===== src/rtl/vlc_classifier_regs.vh =====
`ifndef VLC_CLASSIFIER_REGS_VH
`define VLC_CLASSIFIER_REGS_VH

// ************************************************************
// Register byte addresses on the APB bus.
// ************************************************************
`define VLC_ADDR_PORT_VLAN   8'h00
`define VLC_ADDR_REMOTE_MAP  8'h04
`define VLC_ADDR_FLOOD0      8'h08
`define VLC_ADDR_FLOOD1      8'h0C
`define VLC_ADDR_FLOOD2      8'h10
`define VLC_ADDR_FLOOD3      8'h14
`define VLC_ADDR_AGE_LIMIT   8'h18
`define VLC_ADDR_STATUS      8'h1C

// ************************************************************
// Field sizes, positions and reset values.
// ************************************************************
`define VLC_VLAN_W           2
`define VLC_PORT_W           4
`define VLC_NUM_PORTS        15
`define VLC_UPLINK_PORT      4'h0
`define VLC_MAC_W            48
`define VLC_MCAST_BIT        40
`define VLC_FLOOD_RESET      15'h7FFF
`define VLC_AGE_LIMIT_W      8
`define VLC_AGE_LIMIT_RESET  8'hFF
`define VLC_STAT_FOUND_BIT   0
`define VLC_STAT_VLAN_LSB    1
`define VLC_STAT_RPORT_LSB   4
`define VLC_STAT_COUNT_LSB   8

`endif


===== src/rtl/vlc_classifier.v =====
// Overview of operation
// - Uplink prefix indexes remote map for VLAN
// - VLAN identifier is two bits wide
// - Lookup key is MAC plus VLAN
// - Entries keep own flags, port, age
// - Local ports 01-14 carry own VLAN
// - Flood mask for unknown, limits multicast
// - Decode prefix into remote source port
//
// The address map and the APB interface to the registers were left to the implementer.
`timescale 1ns/1ns
`default_nettype none
`include "vlc_classifier_regs.vh"

module vlc_classifier #(
    parameter IDX_W = 2,
    parameter [15:0] AGE_TICK_CYCLES = 16'd1000
) (
    input wire mclk_in, // Core clock, 100 MHz.
    input wire rst_n_in, // Asynchronous reset, active low.
    input wire psel_in, // APB select.
    input wire penable_in, // APB enable.
    input wire pwrite_in, // APB write direction.
    input wire [7:0] paddr_in, // APB byte address.
    input wire [31:0] pwdata_in, // APB write data.
    output wire pready_out, // APB ready, always high.
    output reg [31:0] prdata_out, // APB read data.
    output wire pslverr_out, // APB error on unmapped address.
    input wire frame_valid_in, // One-cycle strobe: a snooped frame header.
    input wire [3:0] src_port_in, // Port the frame was sourced on.
    input wire [3:0] prefix_in, // Source-port prefix of uplink frames.
    input wire [47:0] sa_in, // Source MAC address.
    input wire [47:0] da_in, // Destination MAC address.
    output reg result_valid_out, // One-cycle strobe: result below is new.
    output reg [1:0] vlan_out, // VLAN given to the frame.
    output reg [3:0] remote_port_out, // Remote source port, uplink only.
    output reg found_out, // Destination key was in the table.
    output reg [14:0] dest_ports_out // Ports the frame is routed to.
);

    localparam NUM_ENTRIES = 1 << IDX_W;
    localparam VW = `VLC_VLAN_W;
    localparam NP = `VLC_NUM_PORTS;

    // ************************************************************
    // Helpers.
    // ************************************************************

    // Picks a two-bit VLAN field from a packed word of 16 fields.
    function [1:0] vlc_field;
        input [31:0] word;
        input [3:0] idx;
        begin
            vlc_field = word[{idx, 1'b0} +: 2];
        end
    endfunction

    // ************************************************************
    // Registers.
    // ************************************************************
    reg [31:0] port_vlan_assignment_r;
    reg [31:0] remote_port_vlan_map_r;
    reg [NP-1:0] per_vlan_flood_mask_r [0:3];
    reg [7:0] age_limit_r;
    reg [15:0] tick_cnt_r;
    reg ent_valid_r [0:NUM_ENTRIES-1];
    reg [47:0] ent_mac_r [0:NUM_ENTRIES-1];
    reg [VW-1:0] ent_vlan_r [0:NUM_ENTRIES-1];
    reg [3:0] ent_port_r [0:NUM_ENTRIES-1];
    reg [7:0] ent_age_r [0:NUM_ENTRIES-1];

    wire setup = psel_in & ~penable_in;
    wire wr_en = psel_in & penable_in & pwrite_in;
    reg mapped;

    // Zero wait states: read data is caught in the setup cycle.
    assign pready_out = 1'b1;
    assign pslverr_out = psel_in & penable_in & ~mapped;

    // ************************************************************
    // Classification and table search.
    // ************************************************************
    reg [1:0] vlan_sel;
    reg sa_hit;
    reg da_hit;
    reg free_found;
    reg [IDX_W-1:0] sa_idx;
    reg [IDX_W-1:0] da_idx;
    reg [IDX_W-1:0] free_idx;
    reg [14:0] dest_sel;
    reg [7:0] count;
    integer i;
    integer j;

    // Uplink frames take the remote map, local frames their own port field.
    always @* begin
        if (src_port_in == `VLC_UPLINK_PORT) begin
            vlan_sel = vlc_field(remote_port_vlan_map_r, prefix_in);
        end else begin
            vlan_sel = vlc_field(port_vlan_assignment_r, src_port_in);
        end
    end

    // Search every entry by MAC and VLAN together, so duplicates coexist.
    always @* begin
        sa_hit = 1'b0;
        da_hit = 1'b0;
        free_found = 1'b0;
        sa_idx = {IDX_W{1'b0}};
        da_idx = {IDX_W{1'b0}};
        free_idx = {IDX_W{1'b0}};
        count = 8'h00;
        for (i = 0; i < NUM_ENTRIES; i = i + 1) begin
            if (ent_valid_r[i]) begin
                count = count + 8'h01;
                if (ent_mac_r[i] == sa_in && ent_vlan_r[i] == vlan_sel) begin
                    sa_hit = 1'b1;
                    sa_idx = i[IDX_W-1:0];
                end
                if (ent_mac_r[i] == da_in && ent_vlan_r[i] == vlan_sel) begin
                    da_hit = 1'b1;
                    da_idx = i[IDX_W-1:0];
                end
            end else if (!free_found) begin
                free_found = 1'b1;
                free_idx = i[IDX_W-1:0];
            end
        end
    end

    // Unknown goes to the VLAN flood set; known multicast is trimmed by it.
    always @* begin
        if (!da_hit) begin
            dest_sel = per_vlan_flood_mask_r[vlan_sel];
        end else begin
            dest_sel = 15'h0001 << ent_port_r[da_idx];
            if (da_in[`VLC_MCAST_BIT]) begin
                dest_sel = dest_sel & per_vlan_flood_mask_r[vlan_sel];
            end
        end
        // A frame is never sent back out the port it came in on.
        dest_sel = dest_sel & ~(15'h0001 << src_port_in);
    end

    // Result register: one cycle after the frame strobe.
    always @(posedge mclk_in or negedge rst_n_in) begin
        if (!rst_n_in) begin
            result_valid_out <= 1'b0;
            vlan_out <= 2'h0;
            remote_port_out <= 4'h0;
            found_out <= 1'b0;
            dest_ports_out <= 15'h0000;
        end else begin
            result_valid_out <= frame_valid_in;
            if (frame_valid_in) begin
                vlan_out <= vlan_sel;
                remote_port_out <= (src_port_in == `VLC_UPLINK_PORT) ? prefix_in : 4'h0;
                found_out <= da_hit;
                dest_ports_out <= dest_sel;
            end
        end
    end

    // ************************************************************
    // Learning and expiry.
    // ************************************************************

    // Free-running tick that paces the entry_expiry_logic.
    always @(posedge mclk_in or negedge rst_n_in) begin
        if (!rst_n_in) begin
            tick_cnt_r <= 16'h0000;
        end else if (tick_cnt_r == AGE_TICK_CYCLES - 16'd1) begin
            tick_cnt_r <= 16'h0000;
        end else begin
            tick_cnt_r <= tick_cnt_r + 16'd1;
        end
    end

    wire age_tick = (tick_cnt_r == AGE_TICK_CYCLES - 16'd1);
    wire learn = frame_valid_in & ~sa_in[`VLC_MCAST_BIT] & (sa_hit | free_found);
    wire [IDX_W-1:0] learn_idx = sa_hit ? sa_idx : free_idx;

    // Each entry keeps its own valid flag, port and age; a full table drops new sources.
    always @(posedge mclk_in or negedge rst_n_in) begin
        if (!rst_n_in) begin
            for (j = 0; j < NUM_ENTRIES; j = j + 1) begin
                ent_valid_r[j] <= 1'b0;
                ent_mac_r[j] <= 48'h000000000000;
                ent_vlan_r[j] <= 2'h0;
                ent_port_r[j] <= 4'h0;
                ent_age_r[j] <= 8'h00;
            end
        end else begin
            for (j = 0; j < NUM_ENTRIES; j = j + 1) begin
                if (learn && learn_idx == j[IDX_W-1:0]) begin
                    ent_valid_r[j] <= 1'b1;
                    ent_mac_r[j] <= sa_in;
                    ent_vlan_r[j] <= vlan_sel;
                    ent_port_r[j] <= src_port_in;
                    ent_age_r[j] <= 8'h00;
                end else if (age_tick && ent_valid_r[j]) begin
                    if (ent_age_r[j] >= age_limit_r) begin
                        ent_valid_r[j] <= 1'b0;
                    end else begin
                        ent_age_r[j] <= ent_age_r[j] + 8'h01;
                    end
                end
            end
        end
    end

    // ************************************************************
    // APB register file.
    // ************************************************************

    // Address decode for the error answer only; read data has its own case on the address.
    always @* begin
        case (paddr_in)
            `VLC_ADDR_PORT_VLAN, `VLC_ADDR_REMOTE_MAP, `VLC_ADDR_FLOOD0,
            `VLC_ADDR_FLOOD1, `VLC_ADDR_FLOOD2, `VLC_ADDR_FLOOD3,
            `VLC_ADDR_AGE_LIMIT, `VLC_ADDR_STATUS: begin
                mapped = 1'b1;
            end
            default: begin
                mapped = 1'b0;
            end
        endcase
    end

    // Writes land at the access edge; port 00 and port 15 fields stay zero.
    always @(posedge mclk_in or negedge rst_n_in) begin
        if (!rst_n_in) begin
            port_vlan_assignment_r <= 32'h00000000;
            remote_port_vlan_map_r <= 32'h00000000;
            per_vlan_flood_mask_r[0] <= `VLC_FLOOD_RESET;
            per_vlan_flood_mask_r[1] <= `VLC_FLOOD_RESET;
            per_vlan_flood_mask_r[2] <= `VLC_FLOOD_RESET;
            per_vlan_flood_mask_r[3] <= `VLC_FLOOD_RESET;
            age_limit_r <= `VLC_AGE_LIMIT_RESET;
        end else if (wr_en) begin
            case (paddr_in)
                `VLC_ADDR_PORT_VLAN: begin
                    port_vlan_assignment_r <= {2'h0, pwdata_in[29:2], 2'h0};
                end
                `VLC_ADDR_REMOTE_MAP: begin
                    remote_port_vlan_map_r <= pwdata_in;
                end
                `VLC_ADDR_FLOOD0: begin
                    per_vlan_flood_mask_r[0] <= pwdata_in[NP-1:0];
                end
                `VLC_ADDR_FLOOD1: begin
                    per_vlan_flood_mask_r[1] <= pwdata_in[NP-1:0];
                end
                `VLC_ADDR_FLOOD2: begin
                    per_vlan_flood_mask_r[2] <= pwdata_in[NP-1:0];
                end
                `VLC_ADDR_FLOOD3: begin
                    per_vlan_flood_mask_r[3] <= pwdata_in[NP-1:0];
                end
                `VLC_ADDR_AGE_LIMIT: begin
                    age_limit_r <= pwdata_in[7:0];
                end
                default: begin
                    age_limit_r <= age_limit_r;
                end
            endcase
        end
    end

    // Read data is sampled at the setup edge and held through the access cycle.
    always @(posedge mclk_in or negedge rst_n_in) begin
        if (!rst_n_in) begin
            prdata_out <= 32'h00000000;
        end else if (setup) begin
            case (paddr_in)
                `VLC_ADDR_PORT_VLAN: prdata_out <= port_vlan_assignment_r;
                `VLC_ADDR_REMOTE_MAP: prdata_out <= remote_port_vlan_map_r;
                `VLC_ADDR_FLOOD0: prdata_out <= {17'h0, per_vlan_flood_mask_r[0]};
                `VLC_ADDR_FLOOD1: prdata_out <= {17'h0, per_vlan_flood_mask_r[1]};
                `VLC_ADDR_FLOOD2: prdata_out <= {17'h0, per_vlan_flood_mask_r[2]};
                `VLC_ADDR_FLOOD3: prdata_out <= {17'h0, per_vlan_flood_mask_r[3]};
                `VLC_ADDR_AGE_LIMIT: prdata_out <= {24'h000000, age_limit_r};
                `VLC_ADDR_STATUS: begin
                    prdata_out <= {16'h0000, count, remote_port_out, 1'b0, vlan_out, found_out};
                end
                default: prdata_out <= 32'h00000000;
            endcase
        end
    end

endmodule

`default_nettype wire


===== config.mk =====
export PLATFORM = sky130hd
export DESIGN_NAME = vlc_classifier
export DESIGN_NICKNAME = d
export VERILOG_FILES = /design/src/rtl/vlc_classifier.v
export VERILOG_INCLUDE_DIRS = /design/src /design/src/rtl
export SDC_FILE = /design/constraint.sdc
export NUM_CORES = 1
export LEC_CHECK = 0
export BUFFER_PORTS_ARGS = -buffer_cell sky130_fd_sc_hd__buf_2
export CORE_MARGIN = 3
export CORE_UTILIZATION = 55
export CTS_BUF_LIST = sky130_fd_sc_hd__clkbuf_2 sky130_fd_sc_hd__clkbuf_4 sky130_fd_sc_hd__clkbuf_8
export DETAILED_ROUTE_END_ITERATION = 16
export PLACE_DENSITY = 0.82
export SETUP_SLACK_MARGIN = 0.2
export SYNTH_ARGS = -nofsm -noshare
export SYNTH_HDL_FRONTEND = slang
export SYNTH_SLANG_ARGS = --single-unit

===== constraint.sdc =====
create_clock -name mclk_in -period 9.17 [get_ports mclk_in]
set_input_delay 0.4585 -clock mclk_in [delete_from_list [all_inputs] [get_ports mclk_in]]
set_output_delay 0.4585 -clock mclk_in [all_outputs]
set_load 0.01 [all_outputs]

==> results.env <==
WIRELENGTH_MM=80.8
PLACE.PORT_BUFFERS=205
GPL_WTD_CONG=1.04
STATIC-LEAKAGE-POWER_nW=13.5
SYN_INST_COUNT=2229
SYNTHARSTFLOPSHARE=1.00
SYNTHTOLAYOUTAREAGROWTH_PCT=11.9
GLOBALROUTETOTALUTIL=0.333
CLOCKPOWERSHARE=0.388
WORST_SETUP_SLACK_BEFORE_CLOCK_TREE_SYNTHESIS_NS=3.48
DRV.MAX_CAP_VIOLATION_COUNT=0
P_SW_mW=1.50
SWITCHING_SHARE=0.297
NUMBER_OF_FLOPS_MAPPED_TO_ENABLE_CELLS_BY_YOSYS=0
MET3_GRT_UTIL=0.0879
SYNTH_NET_COUNT=2421
TIMING.CRITICAL_PATH.ARRIVAL_NS=5.77
WORSTSKEWPAIRLATENCY_NS=0.68
TOP_LIBRARY_CELLS_BY_USAGE_IN_THE_LAYOUT_FILL_AND_TAPS_ASIDE='sky130_fd_sc_hd__dfrtp_1, sky130_fd_sc_hd__xor2_1, sky130_fd_sc_hd__buf_2, sky130_fd_sc_hd__mux2_2, sky130_fd_sc_hd__mux2_1'
GRT_MAX_DEGREE=163
CRIT_FAMILY='multiplexers'
FINALCLOCKSKEW_NS=0.0523
POWER.COMBINATIONAL.FRACTION=0.157
WORST_SETUP_END_KIND='register'
SLOWEST_STAGE='sky130_fd_sc_hd__nor2_4'
FP.DIEW_UM=220
SETUP_VIOLATIONS=0
WORST_SETUP_HOLD_PATH_CLK_SLEW_NS=0.06
MAPPEDNETLISTAREA_MM2=0.0253
CLOCK_TREE.ROOT_CELL='sky130_fd_sc_hd__clkbuf_8'
DETAIL-ROUTE-ANTENNA-NETS=0
GRT_PASS1_WL_MM=121
CTS_TREE='done'
CTS.PATH.MAX_BUFFERS=3
DIE-AREA_MM2=0.0486
PERIOD_SHARE=0.573
POWER_DENSITY_OF_THE_PLACED_CELLS_mW_PER_MM2=178
SYNTH_TOP_FLOP_CELL='sky130_fd_sc_hd__dfrtp_1'
CORE_AREA_MM2=0.0448
FINAL-INSTANCE-COUNT-EXCL-FILL=3051
POST_SYNTH.CELL_AREA_AVG_UM2=11.3
START_UTIL=0.565
NUMBER_OF_GLOBAL_ROUTE_VIAS_BEFORE_REPAIR=19300
STARTING_DRC_COUNT_IN_DETAILED_ROUTING=2204
P_INT_mW=3.56
GLOBAL_ROUTE.USAGE.MET2=0.495
OVERFLOW=0
GRT_SETUP_UNREPAIRED='false'
ROUTE.DETAILED.WL_PER_INST_UM=26.5
PERIOD_NEEDED_NS=5.26
ROUTED_VIA_DENSITY=6.38
HOLD_VIOL=0
FIN_NETS=2596
POWER.TOTAL_mW=5.05
GLOBALROUTEMET1UTIL=0.473
IOPINCOUNT=207
MAXCLOCKFREQUENCY_MHz=190
MOSTFREQUENTLAYOUTCELL='sky130_fd_sc_hd__dfrtp_1'
FINISH.UTILIZATION=0.632
DRIVE_GT1_FRAC=0.257
CRITICAL_PATH_S_LARGEST_STAGE_DELAY_NS=0.95
VERTICAL_EXTENT_OF_THE_DIE_UM=220
WORSTHOLDPATHTYPE='in -> reg'
OUTCOME='completed'
PLACE.DETAILED.INSTANCES=2906
CRITICAL_PATH_CLASS='reg -> reg'
SYNTH_WARNINGS=0
CP_DATA_REQUIRED_TIME_NS=9.68
DP.FINAL_HPWL_MM=58.8
CP-START-KIND='register'
WORST-PATH-BUF-INV=2
MULTIINPUTGATEAREA_MM2=0.0129
CLOCK_SINK_COUNT=451
IRDROPWORSTVDD_mV=0.140
YS_FF_LATCH=451
FILLER_CELL_COUNT=3479
NETLIST-CELL-TYPE-COUNT=77
NUM_VIAS=19500
CTS.HTREE.LEVELS=3
CP_CELL_SEQUENCE='mux4_2, o21a_1, a211oi_1, a41o_2, buf_4, mux2_2, nor2_1, nand3_1, nand2_1, o211ai_1, nor2_4, buf_4, mux2_2'
DRT_PASS1_ITERATIONS=6
WORST-PATH-MAX-FANOUT=40
LAYOUT.AREA.SEQ_MM2=0.0114
ANTENNA_FOUND_INITIAL=2
SLEW_VIOLATIONS=0
NUMBER_OF_REMAINING_DRC_ERRORS=0
CTS_MADE_BUFFERS=79
SYNTH_SEQ_AREA_SHARE=0.449
MAX_SLEW_MARGIN=0.168
WORST_SLACK_NS=3.91
WORST_SLEW_PIN_SLEW_NS=1.25
GLOBAL_ROUTE.PEAK_USAGE_LAYER='met2'
POWER.SHARE.SEQUENTIAL=0.454
ROWS=77
FINAL.SETUP.TNS_NS=0
power by group through the flow:
| stage | Combinational, mW | Sequential, mW | Clock (mW) |
|---|---|---|---|
| after floorplan | 0.475 | 2.28 | 0 |
| after global placement | 0.750 | 2.31 | 0 |
| after detailed placement | 0.766 | 2.32 | 0 |
| after CTS | 0.775 | 2.29 | 1.98 |
| after global routing | 0.838 | 2.31 | 2.08 |
| final | 0.795 | 2.30 | 1.96 |
final cells by class:
cell class,count,area share
multi-input cells,1541,0.455
flip-flops and latches,451,0.402
clock buffers,117,0.0522
repair buffers,234,0.0455
well taps,592,0.0262
inverters,97,0.0129
clock inverters,17,0.00614
diodes,2,0.000177
logic make-up (layout without fill, tap and decap cells):
group | Yosys count | in the layout | synth area share
other | 1 | 3 | 0.000148
multiplexers | 405 | 405 | 0.181
XOR/XNOR | 393 | 393 | 0.137
adder cells (fa/ha/maj) | 42 | 42 | 0.0208
buffers and inverters | 237 | 465 | 0.0423
AO/OA/AOI/OAI | 297 | 297 | 0.0839
flip-flops | 451 | 451 | 0.449
AND/OR/NAND/NOR | 403 | 403 | 0.0856
registers in the layout (all words and copies together) (netlist names), 2 cells and up:
register and count:
ent_mac_r 192, per_vlan_flood_mask_r 60, ent_age_r 32, prdata_out 32, remote_port_vlan_map_r 32, port_vlan_assignment_r 28
ent_port_r 16, tick_cnt_r 16, dest_ports_out 15, age_limit_r 8, ent_vlan_r 8, ent_valid_r 4
remote_port_out 4, vlan_out 2
through the flow:
step,hold WS [ns],area [µm²]
after floorplan,0.163,25300
after global placement,0.457,26600
after detailed placement,0.460,26600
after CTS,0.00137,28300
after global routing,0.0176,28300
final,0.0455,28300
per-layer routing:
layer  vias to the layer above  routed length [µm]
met5                         -                  12
met1                      9894               33400
met2                      1098               35000
met3                       198                9280
met4                         2                3070
li1                       8283                   -
cells in the mapped netlist, types with 52 or more instances:
master	number	area, µm²
sky130_fd_sc_hd__dfrtp_1	383	9580
sky130_fd_sc_hd__mux2i_1	72	721
sky130_fd_sc_hd__mux2_1	153	1720
sky130_fd_sc_hd__inv_1	97	364
sky130_fd_sc_hd__nor4_1	70	438
sky130_fd_sc_hd__dfstp_2	68	1790
sky130_fd_sc_hd__nor2_1	63	236
sky130_fd_sc_hd__xor2_1	255	2230
sky130_fd_sc_hd__a22oi_1	52	390
sky130_fd_sc_hd__clkbuf_1	92	345
sky130_fd_sc_hd__nand4_1	57	357
sky130_fd_sc_hd__xnor2_1	136	1190
sky130_fd_sc_hd__nand2_1	91	342
sky130_fd_sc_hd__mux2_2	171	1930
repair_timing:
item / in CTS / in global routing
gates resized for setup: 0 / 0
hold endpoints to repair: 86 / 0
setup buffers: 0 / 0
hold buffers: 9 / 0
final timing paths:
check                      slack (ns)  cells after the start                  startpoint                    endpoint
max in group asynchronous        6.48                      4                    rst_n_in   remote_port_vlan_map_r[8]
min                              0.05                      2               pwdata_in[27]  remote_port_vlan_map_r[27]
min in group asynchronous        0.35                      2                    rst_n_in              ent_mac_r[182]
max                              3.91                     13  port_vlan_assignment_r[21]               ent_mac_r[63]
max reg2reg                      3.91                     13  port_vlan_assignment_r[21]               ent_mac_r[63]
min reg2reg                      0.47                      1              tick_cnt_r[15]              tick_cnt_r[15]
No activity file was read; power rests on OpenSTA's default activity.
